`src/pkg/edb_pkg.sv`:
```
// Shared constants and types for the external data bus stretch controller.
package edb_pkg;
  localparam int ADDR_W = 24;
  localparam int DATA_W = 8;
  localparam logic [2:0] STRETCH_RST = 3'h1;
  localparam logic [2:0] STRETCH_SLOW = 3'h4;
  // Fixed on-chip data SRAM windows, base and size in bytes.
  localparam logic [23:0] DATA_RAM_BASE = 24'h000000;
  localparam logic [23:0] DATA_RAM_SIZE = 24'h010000;
  localparam logic [23:0] STACK_RAM_BASE = 24'h010000;
  localparam logic [23:0] STACK_RAM_SIZE = 24'h000400;
  localparam logic [23:0] MSG_RAM_BASE = 24'h010400;
  localparam logic [23:0] MSG_RAM_SIZE = 24'h000100;
  localparam logic [23:0] FRAME_RAM_BASE = 24'h012000;
  localparam logic [23:0] FRAME_RAM_SIZE = 24'h002000;
  localparam logic [1:0] BLK_DATA = 2'h0;
  localparam logic [1:0] BLK_STACK = 2'h1;
  localparam logic [1:0] BLK_MSG = 2'h2;
  localparam logic [1:0] BLK_FRAME = 2'h3;
  // Phase lengths; one machine cycle is two phases.
  localparam logic [4:0] PH_ALE_FAST = 5'h01;
  localparam logic [4:0] PH_ALE_SLOW = 5'h03;
  localparam logic [4:0] PH_SETUP = 5'h01;
  localparam logic [4:0] PH_HOLD_ZERO = 5'h01;
  localparam logic [4:0] PH_HOLD_FAST = 5'h02;
  localparam logic [4:0] PH_HOLD_SLOW = 5'h06;
  localparam logic [4:0] PH_DHOLD_SLOW = 5'h04;
  localparam logic [4:0] PH_INTERNAL = 5'h04;
  // Oscillator clocks per phase, minus one, for each divider setting.
  localparam logic [9:0] PRE_X4 = 10'h000;
  localparam logic [9:0] PRE_X2 = 10'h000;
  localparam logic [9:0] PRE_DIV4 = 10'h001;
  localparam logic [9:0] PRE_DIV1024 = 10'h1FF;
  localparam logic [1:0] CD_BASE = 2'h0;
  localparam logic [1:0] CD_DIV1024 = 2'h3;
  typedef enum logic [2:0] {ST_IDLE, ST_ALE, ST_SETUP, ST_STROBE, ST_HOLD, ST_INTERNAL} edb_state_t;
endpackage : edb_pkg

```
`src/pkg/edb_dec_if.sv`:
```
// Carrier between the bus sequencer and the on-chip SRAM decoder.
`timescale 1ns/1ps
interface edb_dec_if;
  logic [23:0] addr;
  logic hit;
  logic frame_hit;
  logic [1:0] blk;
  modport dec (input addr, output hit, output frame_hit, output blk);
  modport user (output addr, input hit, input frame_hit, input blk);
endinterface : edb_dec_if

```
`src/design/edb_stretch_ctrl.sv`:
```
// External data-memory bus cycle sequencer with selectable stretch.
//
// Overview of operation
// - Three-bit stretch field selects zero to seven.
// - Stretch zero to seven gives 2..5, 9..12 cycles.
// - On-chip SRAM accesses always take two cycles.
// - Stretch never alters program fetch timing.
// - Stretch field resets to one stretch cycle.
// - Stretch one adds strobe and hold clock.
// - Stretch two, three widen strobe each cycle.
// - Stretch four lengthens address latch strobe.
// - Stretch four holds address two extra cycles.
// - Stretch four widens read and write strobes.
// - Stretch four holds write data extra cycle.
// - Above four only the strobe grows.
// - Strobe width scales with clock divider setting.
// - On-chip SRAM blocks decode at fixed addresses.
// - Frame buffer hits raise frame_sel for the whole access.
`timescale 1ns/1ps
module edb_stretch_ctrl
  import edb_pkg::*;
(
  input wire logic clk_sys,
  input wire logic rst,
  input wire logic stretch_wr,
  input wire logic [2:0] stretch_wdata,
  input wire logic clock_multiplier_select,
  input wire logic [1:0] clock_divide_select,
  input wire logic req,
  input wire logic req_write,
  input wire logic [ADDR_W-1:0] req_addr,
  input wire logic [DATA_W-1:0] req_wdata,
  output logic [2:0] stretch_sel,
  output logic busy,
  output logic done,
  output logic [DATA_W-1:0] rdata,
  output logic int_sel,
  output logic [1:0] int_blk,
  output logic frame_sel,
  output logic ale,
  output logic rd_n,
  output logic wr_n,
  output logic [ADDR_W-1:0] addr_o,
  output logic addr_oe,
  output logic [DATA_W-1:0] data_o,
  output logic data_oe,
  input wire logic [DATA_W-1:0] data_i
);
  edb_dec_if dec_bus ();

  edb_ram_decode edb_ram_decode_inst (
    .dec(dec_bus.dec)
  );

  edb_state_t state_ff, nxt_state;
  logic [2:0] stretch_ff, nxt_stretch;
  logic [2:0] cur_ff, nxt_cur;
  logic [9:0] pre_ff, nxt_pre;
  logic [9:0] pre_max_ff, nxt_pre_max;
  logic [4:0] seg_ff, nxt_seg;
  logic write_ff, nxt_write;
  logic [ADDR_W-1:0] addr_ff, nxt_addr;
  logic [DATA_W-1:0] wdata_ff, nxt_wdata;
  logic [DATA_W-1:0] rdata_ff, nxt_rdata;
  logic done_ff, nxt_done;
  logic int_sel_ff, nxt_int_sel;
  logic [1:0] int_blk_ff, nxt_int_blk;
  logic frame_ff, nxt_frame;
  logic ale_ff, nxt_ale;
  logic rd_n_ff, nxt_rd_n;
  logic wr_n_ff, nxt_wr_n;
  logic addr_oe_ff, nxt_addr_oe;
  logic data_oe_ff, nxt_data_oe;
  logic busy_ff, nxt_busy;
  logic [DATA_W-1:0] din_meta_ff, din_sync_ff;
  logic tick;
  logic last;
  logic [4:0] len;
  logic [4:0] dhold;
  logic [9:0] pre_sel;

  // Segment length in phases for a given state and latched stretch value.
  function automatic logic [4:0] seg_len(input edb_state_t st, input logic [2:0] s);
    seg_len = PH_SETUP;
    case (st)
      ST_ALE: seg_len = (s >= STRETCH_SLOW) ? PH_ALE_SLOW : PH_ALE_FAST;
      ST_SETUP: seg_len = PH_SETUP;
      ST_STROBE: seg_len = (s == 3'h0) ? 5'h01 : {1'b0, s, 1'b0};
      ST_HOLD: seg_len = (s == 3'h0) ? PH_HOLD_ZERO : ((s >= STRETCH_SLOW) ? PH_HOLD_SLOW : PH_HOLD_FAST);
      ST_INTERNAL: seg_len = PH_INTERNAL;
      default: seg_len = PH_SETUP;
    endcase
  endfunction : seg_len

  assign dec_bus.addr = req_addr;

  // Data-bus pins come from outside the clock domain.
  always_ff @(posedge clk_sys or posedge rst)
  begin
    if (rst)
    begin
      din_meta_ff <= 8'h00;
      din_sync_ff <= 8'h00;
    end
    else
    begin
      din_meta_ff <= data_i;
      din_sync_ff <= din_meta_ff;
    end
  end

  // Phase prescale follows only the divider; program fetch never passes through here.
  always_comb
  begin
    pre_sel = PRE_DIV4;
    if (clock_divide_select == CD_BASE)
      pre_sel = clock_multiplier_select ? PRE_X4 : PRE_X2;
    else if (clock_divide_select == CD_DIV1024)
      pre_sel = PRE_DIV1024;
  end

  always_comb
  begin
    tick = (pre_ff == pre_max_ff);
    len = seg_len(state_ff, cur_ff);
    last = tick && (seg_ff == len - 5'h01);
    dhold = (cur_ff == 3'h0) ? PH_HOLD_ZERO : ((cur_ff >= STRETCH_SLOW) ? PH_DHOLD_SLOW : PH_HOLD_FAST);
    nxt_state = state_ff;
    nxt_stretch = stretch_ff;
    nxt_cur = cur_ff;
    nxt_pre = tick ? 10'h000 : pre_ff + 10'h001;
    nxt_pre_max = pre_max_ff;
    nxt_seg = tick ? seg_ff + 5'h01 : seg_ff;
    nxt_write = write_ff;
    nxt_addr = addr_ff;
    nxt_wdata = wdata_ff;
    nxt_rdata = rdata_ff;
    nxt_done = 1'b0;
    nxt_int_sel = int_sel_ff;
    nxt_int_blk = int_blk_ff;
    nxt_frame = frame_ff;
    if (stretch_wr)
      nxt_stretch = stretch_wdata;
    case (state_ff)
      ST_IDLE:
      begin
        nxt_pre = 10'h000;
        nxt_seg = 5'h00;
        if (req)
        begin
          nxt_cur = stretch_ff;
          nxt_pre_max = pre_sel;
          nxt_write = req_write;
          nxt_addr = req_addr;
          nxt_wdata = req_wdata;
          nxt_int_blk = dec_bus.blk;
          nxt_frame = dec_bus.frame_hit;
          nxt_int_sel = dec_bus.hit;
          nxt_state = dec_bus.hit ? ST_INTERNAL : ST_ALE;
        end
      end
      ST_ALE, ST_SETUP, ST_STROBE, ST_HOLD, ST_INTERNAL:
      begin
        if (last)
        begin
          nxt_seg = 5'h00;
          case (state_ff)
            ST_ALE: nxt_state = ST_SETUP;
            ST_SETUP: nxt_state = ST_STROBE;
            ST_STROBE:
            begin
              nxt_state = ST_HOLD;
              if (!write_ff)
                nxt_rdata = din_sync_ff;
            end
            default:
            begin
              nxt_state = ST_IDLE;
              nxt_done = 1'b1;
              nxt_int_sel = 1'b0;
              nxt_frame = 1'b0;
            end
          endcase
        end
      end
      default: nxt_state = ST_IDLE;
    endcase
  end

  // Pin levels follow the next state so each comes straight from a flip-flop.
  always_comb
  begin
    nxt_ale = (nxt_state == ST_ALE);
    nxt_busy = (nxt_state != ST_IDLE);
    nxt_rd_n = !((nxt_state == ST_STROBE) && !nxt_write);
    nxt_wr_n = !((nxt_state == ST_STROBE) && nxt_write);
    nxt_addr_oe = (nxt_state == ST_ALE) || (nxt_state == ST_SETUP) || (nxt_state == ST_STROBE) ||
                  (nxt_state == ST_HOLD);
    nxt_data_oe = nxt_write && ((nxt_state == ST_SETUP) || (nxt_state == ST_STROBE) ||
                  ((nxt_state == ST_HOLD) && (nxt_seg < dhold)));
  end

  always_ff @(posedge clk_sys or posedge rst)
  begin
    if (rst)
    begin
      state_ff <= ST_IDLE;
      stretch_ff <= STRETCH_RST;
      cur_ff <= STRETCH_RST;
      pre_ff <= 10'h000;
      pre_max_ff <= 10'h000;
      seg_ff <= 5'h00;
      write_ff <= 1'b0;
      addr_ff <= 24'h000000;
      wdata_ff <= 8'h00;
      rdata_ff <= 8'h00;
      done_ff <= 1'b0;
      int_sel_ff <= 1'b0;
      int_blk_ff <= 2'h0;
      frame_ff <= 1'b0;
      ale_ff <= 1'b0;
      rd_n_ff <= 1'b1;
      wr_n_ff <= 1'b1;
      addr_oe_ff <= 1'b0;
      data_oe_ff <= 1'b0;
    end
    else
    begin
      state_ff <= nxt_state;
      stretch_ff <= nxt_stretch;
      cur_ff <= nxt_cur;
      pre_ff <= nxt_pre;
      pre_max_ff <= nxt_pre_max;
      seg_ff <= nxt_seg;
      write_ff <= nxt_write;
      addr_ff <= nxt_addr;
      wdata_ff <= nxt_wdata;
      rdata_ff <= nxt_rdata;
      done_ff <= nxt_done;
      int_sel_ff <= nxt_int_sel;
      int_blk_ff <= nxt_int_blk;
      frame_ff <= nxt_frame;
      ale_ff <= nxt_ale;
      rd_n_ff <= nxt_rd_n;
      wr_n_ff <= nxt_wr_n;
      addr_oe_ff <= nxt_addr_oe;
      data_oe_ff <= nxt_data_oe;
    end
  end

  // Busy mirrors the state register; a request is only taken while idle.
  always_ff @(posedge clk_sys or posedge rst)
  begin
    if (rst)
      busy_ff <= 1'b0;
    else
      busy_ff <= nxt_busy;
  end

  assign stretch_sel = stretch_ff;
  assign busy = busy_ff;
  assign done = done_ff;
  assign rdata = rdata_ff;
  assign int_sel = int_sel_ff;
  assign int_blk = int_blk_ff;
  assign frame_sel = frame_ff;
  assign ale = ale_ff;
  assign rd_n = rd_n_ff;
  assign wr_n = wr_n_ff;
  assign addr_o = addr_ff;
  assign addr_oe = addr_oe_ff;
  assign data_o = wdata_ff;
  assign data_oe = data_oe_ff;
endmodule : edb_stretch_ctrl

```
`src/design/edb_ram_decode.sv`:
```
// Fixed address decoder for the on-chip data SRAM blocks.
`timescale 1ns/1ps
module edb_ram_decode
  import edb_pkg::*;
(
  edb_dec_if.dec dec
);
  function automatic logic in_win(input logic [23:0] a, input logic [23:0] base, input logic [23:0] size);
    in_win = (a >= base) && (a < base + size);
  endfunction : in_win

  always_comb
  begin
    dec.hit = 1'b1;
    dec.frame_hit = 1'b0;
    dec.blk = BLK_DATA;
    if (in_win(dec.addr, FRAME_RAM_BASE, FRAME_RAM_SIZE))
    begin
      dec.blk = BLK_FRAME;
      dec.frame_hit = 1'b1;
    end
    else if (in_win(dec.addr, DATA_RAM_BASE, DATA_RAM_SIZE))
      dec.blk = BLK_DATA;
    else if (in_win(dec.addr, STACK_RAM_BASE, STACK_RAM_SIZE))
      dec.blk = BLK_STACK;
    else if (in_win(dec.addr, MSG_RAM_BASE, MSG_RAM_SIZE))
      dec.blk = BLK_MSG;
    else
      dec.hit = 1'b0;
  end
endmodule : edb_ram_decode

```
`config.mk`:
```
export PLATFORM = sky130hd
export DESIGN_NAME = edb_stretch_ctrl
export DESIGN_NICKNAME = d
export VERILOG_FILES = /design/src/pkg/edb_pkg.sv /design/src/pkg/edb_dec_if.sv /design/src/design/edb_stretch_ctrl.sv /design/src/design/edb_ram_decode.sv
export SDC_FILE = /design/constraint.sdc
export NUM_CORES = 1
export LEC_CHECK = 0
export ABC_AREA = 1
export BUFFER_PORTS_ARGS = -buffer_cell sky130_fd_sc_hd__buf_2
export CELL_PAD_IN_SITES_DETAIL_PLACEMENT = 1
export CELL_PAD_IN_SITES_GLOBAL_PLACEMENT = 1
export CORE_MARGIN = 1.5
export CORE_UTILIZATION = 42
export DETAILED_ROUTE_END_ITERATION = 6
export GPL_TIMING_DRIVEN = 0
export PLACE_DENSITY = 0.89
export SYNTH_ARGS = -nofsm -noshare
export SYNTH_HDL_FRONTEND = slang
export SYNTH_SLANG_ARGS = --single-unit
```
`constraint.sdc`:
```
create_clock -name clk_sys -period 5.85 [get_ports clk_sys]
set_input_delay 0.2925 -clock clk_sys [delete_from_list [all_inputs] [get_ports clk_sys]]
set_output_delay 0.2925 -clock clk_sys [all_outputs]
set_load 0.03 [all_outputs]
```
==> metrics.md <==
| Metric | Value |
|---|---|
| Top post-synthesis cells by area | `dfrtp_1 53%, nand2_1 15%, inv_1 4.5%` |
| Setup Viol. Count Final | `0` |
| Final WL | `12.2 mm` |
| P per Cell Area | `~230 nW/um^2` |
| Dpl hpwl | `a little under 9 mm` |
| Most frequent CP cell | `nor2_1` |
| Layout cells sized above 1 | `27.5%` |
| Die area | `~11000 um^2` |
| Drt pass-1 iters | `4` |
| Status | `complete, no violations` |
| Die H | `~100 um` |
| First-iteration detailed-routing DRC count | `around 150` |
| Synth Instances | `488` |
| Most common cell after layout, fill and taps aside | `nand2_1` |
| Final hold vios | `0` |
| Vias per inst | `approximately 5` |
| Final Max Slew Viols | `0` |
| Slew HR | `67.1%` |
| CTS sink count | `94` |
| Largest net degree at the start of global routing | `67` |
| Slew at the pin with the worst max-slew slack | `489 ps` |
| Slowest-stage cell, CP | `dfrtp_1` |
| Yosys cell types | `33` |
| Peak supply drop | `~0.16 mV` |
| Mapped Avg Cell Area | `about 8.6 um^2` |
| Register bit total from synthesis | `94` |
| Crit Path Max Fanout | `9` |
| Grt ovf | `0` |
| Max Cap Viol | `0` |
| CTS tree | `yes` |
| Pwr Total | `1.18 mW` |
| First-pass GRT wire length | `19.9 mm` |
| Hold crit path type | `input pin to flip-flop` |
| GRT Overall Usage | `24.7%` |
| Boundary Pins | `about 110` |
| Final ANT Viol Nets | `0` |
| Syn_nets | `roughly 540` |
| Initial Utilization | `a little over two fifths` |
| Nature of the critical path endpoint | `flip-flop` |
| RSZ-0062 raised after global routing | `false` |
| Final clock skew | `14.0 ps` |
| # Post-CTS Setup Buffers | `0` |
| Critical path's largest stage delay | `around 390 ps` |
| Tmin final | `~3600 ps` |
| Vias | `approximately 3.7k` |
| Setup tns final | `0 ps` |
| Post-DR wirelength/cell | `between 15 and 20 um` |
| Remaining DRCs | `0` |
| Pre-CTS setup slack | `between 2000 and 2500 ps` |
| CTS resizes | `0` |
| Delay-heaviest family, CP | `simple AND/OR/NAND/NOR gates` |
| Root Buffer | `clkbuf_8` |
| R2R setup slack | `approximately 2300 ps` |
| Top cell type by total area after synthesis | `dfrtp_1` |
| WS Path Type | `flip-flop to flip-flop` |
| Core area | `9770 um^2` |
| Most frequent cells in the layout | `171 x nand2_1, 104 x buf_2, 90 x dfrtp_1, 50 x inv_1, 45 x nor2_1` |
| Synth Warn # | `0` |
| Sequential fraction of the synthesis area | `a little under three fifths` |
| Max Root-Sink Buffers | `2` |
| Vias in the first global route | `about 4.2k` |
| Global placer's final weighted congestion | `approximately 0.8` |
| Worst path bufs/invs | `3` |
| Final period util | `60.7%` |
| Die X | `roughly 100 um` |
| Clock network latency to the later pin of the worst-skew pair | `about 370 ps` |
| Post-cts hold buffer count | `1` |
| Static leakage | `2.92 nW` |
| Setup crit start kind | `flip-flop` |
| Row cnt | `36` |
| Achievable Freq | `between 200 and 300 MHz` |
| Post-synth top area share | `a little over half` |
| Critical Path, Cell by Cell | `buf_6, nor2_2, nand2_1, nand2_1, nand2_2, nand2_2, inv_1, ha_1, xor2_1, inv_1, nor2_1, nand3_1, nor2_1, nand3_1, o21ai_0, nor2_1, ha_1, a21oi_1, nand2_1, nor2_1, a21oi_1, nor2_1` |
| Final WS setup | `about 2300 ps` |
| N_diodes | `0` |
| Worst Path Arrival | `3860 ps` |
| Post-Syn Area | `~4200 um^2` |
| CTS clk-pin slew, worst paths | `around 100 ps` |
| CTS HTree Levels | `3` |
| Worst endpoint required time | `6150 ps` |
| Area Growth Syn to Fin | `22.6%` |
| Number of buffers created by CTS | `9` |
| Final nets | `between 600 and 700` |
| Initial antenna violation count | `0` |
| PortBufs | `about 100` |
cells by family after synthesis:
family,count (synthesis),share of synthesized area (%)
buffers and inverters,69,6.92
flip-flops,94,55.9
AO/OA/AOI/OAI,44,6.35
adder cells (fa/ha/maj),5,1.48
XOR/XNOR,8,1.66
AND/OR/NAND/NOR,268,27.6
layout make-up:
class	count	area [um^2]
multi-input cells	325	1570
well taps	133	166
inverters	57	218
fillers	1243	4610
clock inverters	7	87.6
plain buffers	12	76.3
repair buffers	107	573
clock buffers	9	124
flip-flops and latches	94	2360
where the power goes:
group / switching, mW / total [mW] / internal [mW] / leakage (nW)
sequential: 0.00262 / 0.660 / 0.657 / 1.22
clock: 0.258 / 0.466 / 0.208 / 0.108
combinational: 0.0315 / 0.0502 / 0.0186 / 1.59
Yosys cell counts (all sizes together):
| library cell | n |
|---|---|
| o2111ai | 1 |
| inv | 56 |
| clkbuf | 5 |
| nor3b | 1 |
| dfstp | 4 |
| a21oi | 10 |
| or2 | 2 |
| nor2 | 52 |
| nand3 | 22 |
| o21bai | 1 |
| nand2 | 178 |
| xnor2 | 3 |
| ha | 5 |
| xor2 | 5 |
| and2 | 1 |
| nand4 | 7 |
| clkinv | 1 |
| nor3 | 5 |
| o31ai | 3 |
| dfrtp | 90 |
| o21ai | 29 |
| buf | 7 |
sequential cells by signal, indices dropped and copies added (netlist names), 3 cells and up:
name and flops:
pre_ff 10, cur_ff 3, seg_ff 5, din_sync_ff 8, addr_o 24, data_o 8
din_meta_ff 8, stretch_sel 3, rdata 8, state_ff 3
metal layers:
| metal | global-route usage (%) | routed length, um | share of wire (%) | vias up |
|---|---|---|---|---|
| met5 | 0 | 0 | 0 | - |
| met2 | 44.3 | 6550 | 54 | 99 |
| li1 | - | - | - | 1743 |
| met4 | 10.4 | 337 | 2.8 | 0 |
| met3 | 6.03 | 572 | 4.7 | 30 |
| met1 | 28.0 | 4740 | 39 | 1864 |
worst paths after layout:
path                                      from             end  cells after the start
worst max register to register     state_ff[1]         data_oe                     22
worst max-delay path               state_ff[1]         data_oe                     22
min in group asynchronous                  rst  din_sync_ff[0]                      3
worst min register to register  din_meta_ff[6]  din_sync_ff[6]                      0
max in group asynchronous                  rst  stretch_sel[0]                      4
worst min-delay path                 data_i[2]  din_meta_ff[2]                      1
through the flow:
stage / cell area (um^2) / utilization [%] / instances / hold slack (ps)
6_report: 5170 / 52.9 / 744 / 17.3
5_1_grt: 5170 / 52.9 / 744 / 1.92
4_1_cts: 5150 / 52.7 / 742 / 5.27
3_5_place_dp: 4930 / 50.4 / 725 / 319
3_3_place_gp: 4900 / 50.1 / 724 / 332
2_1_floorplan: 4210 / - / 488 / 324
Note: power is estimated with default switching activity, not from simulation.
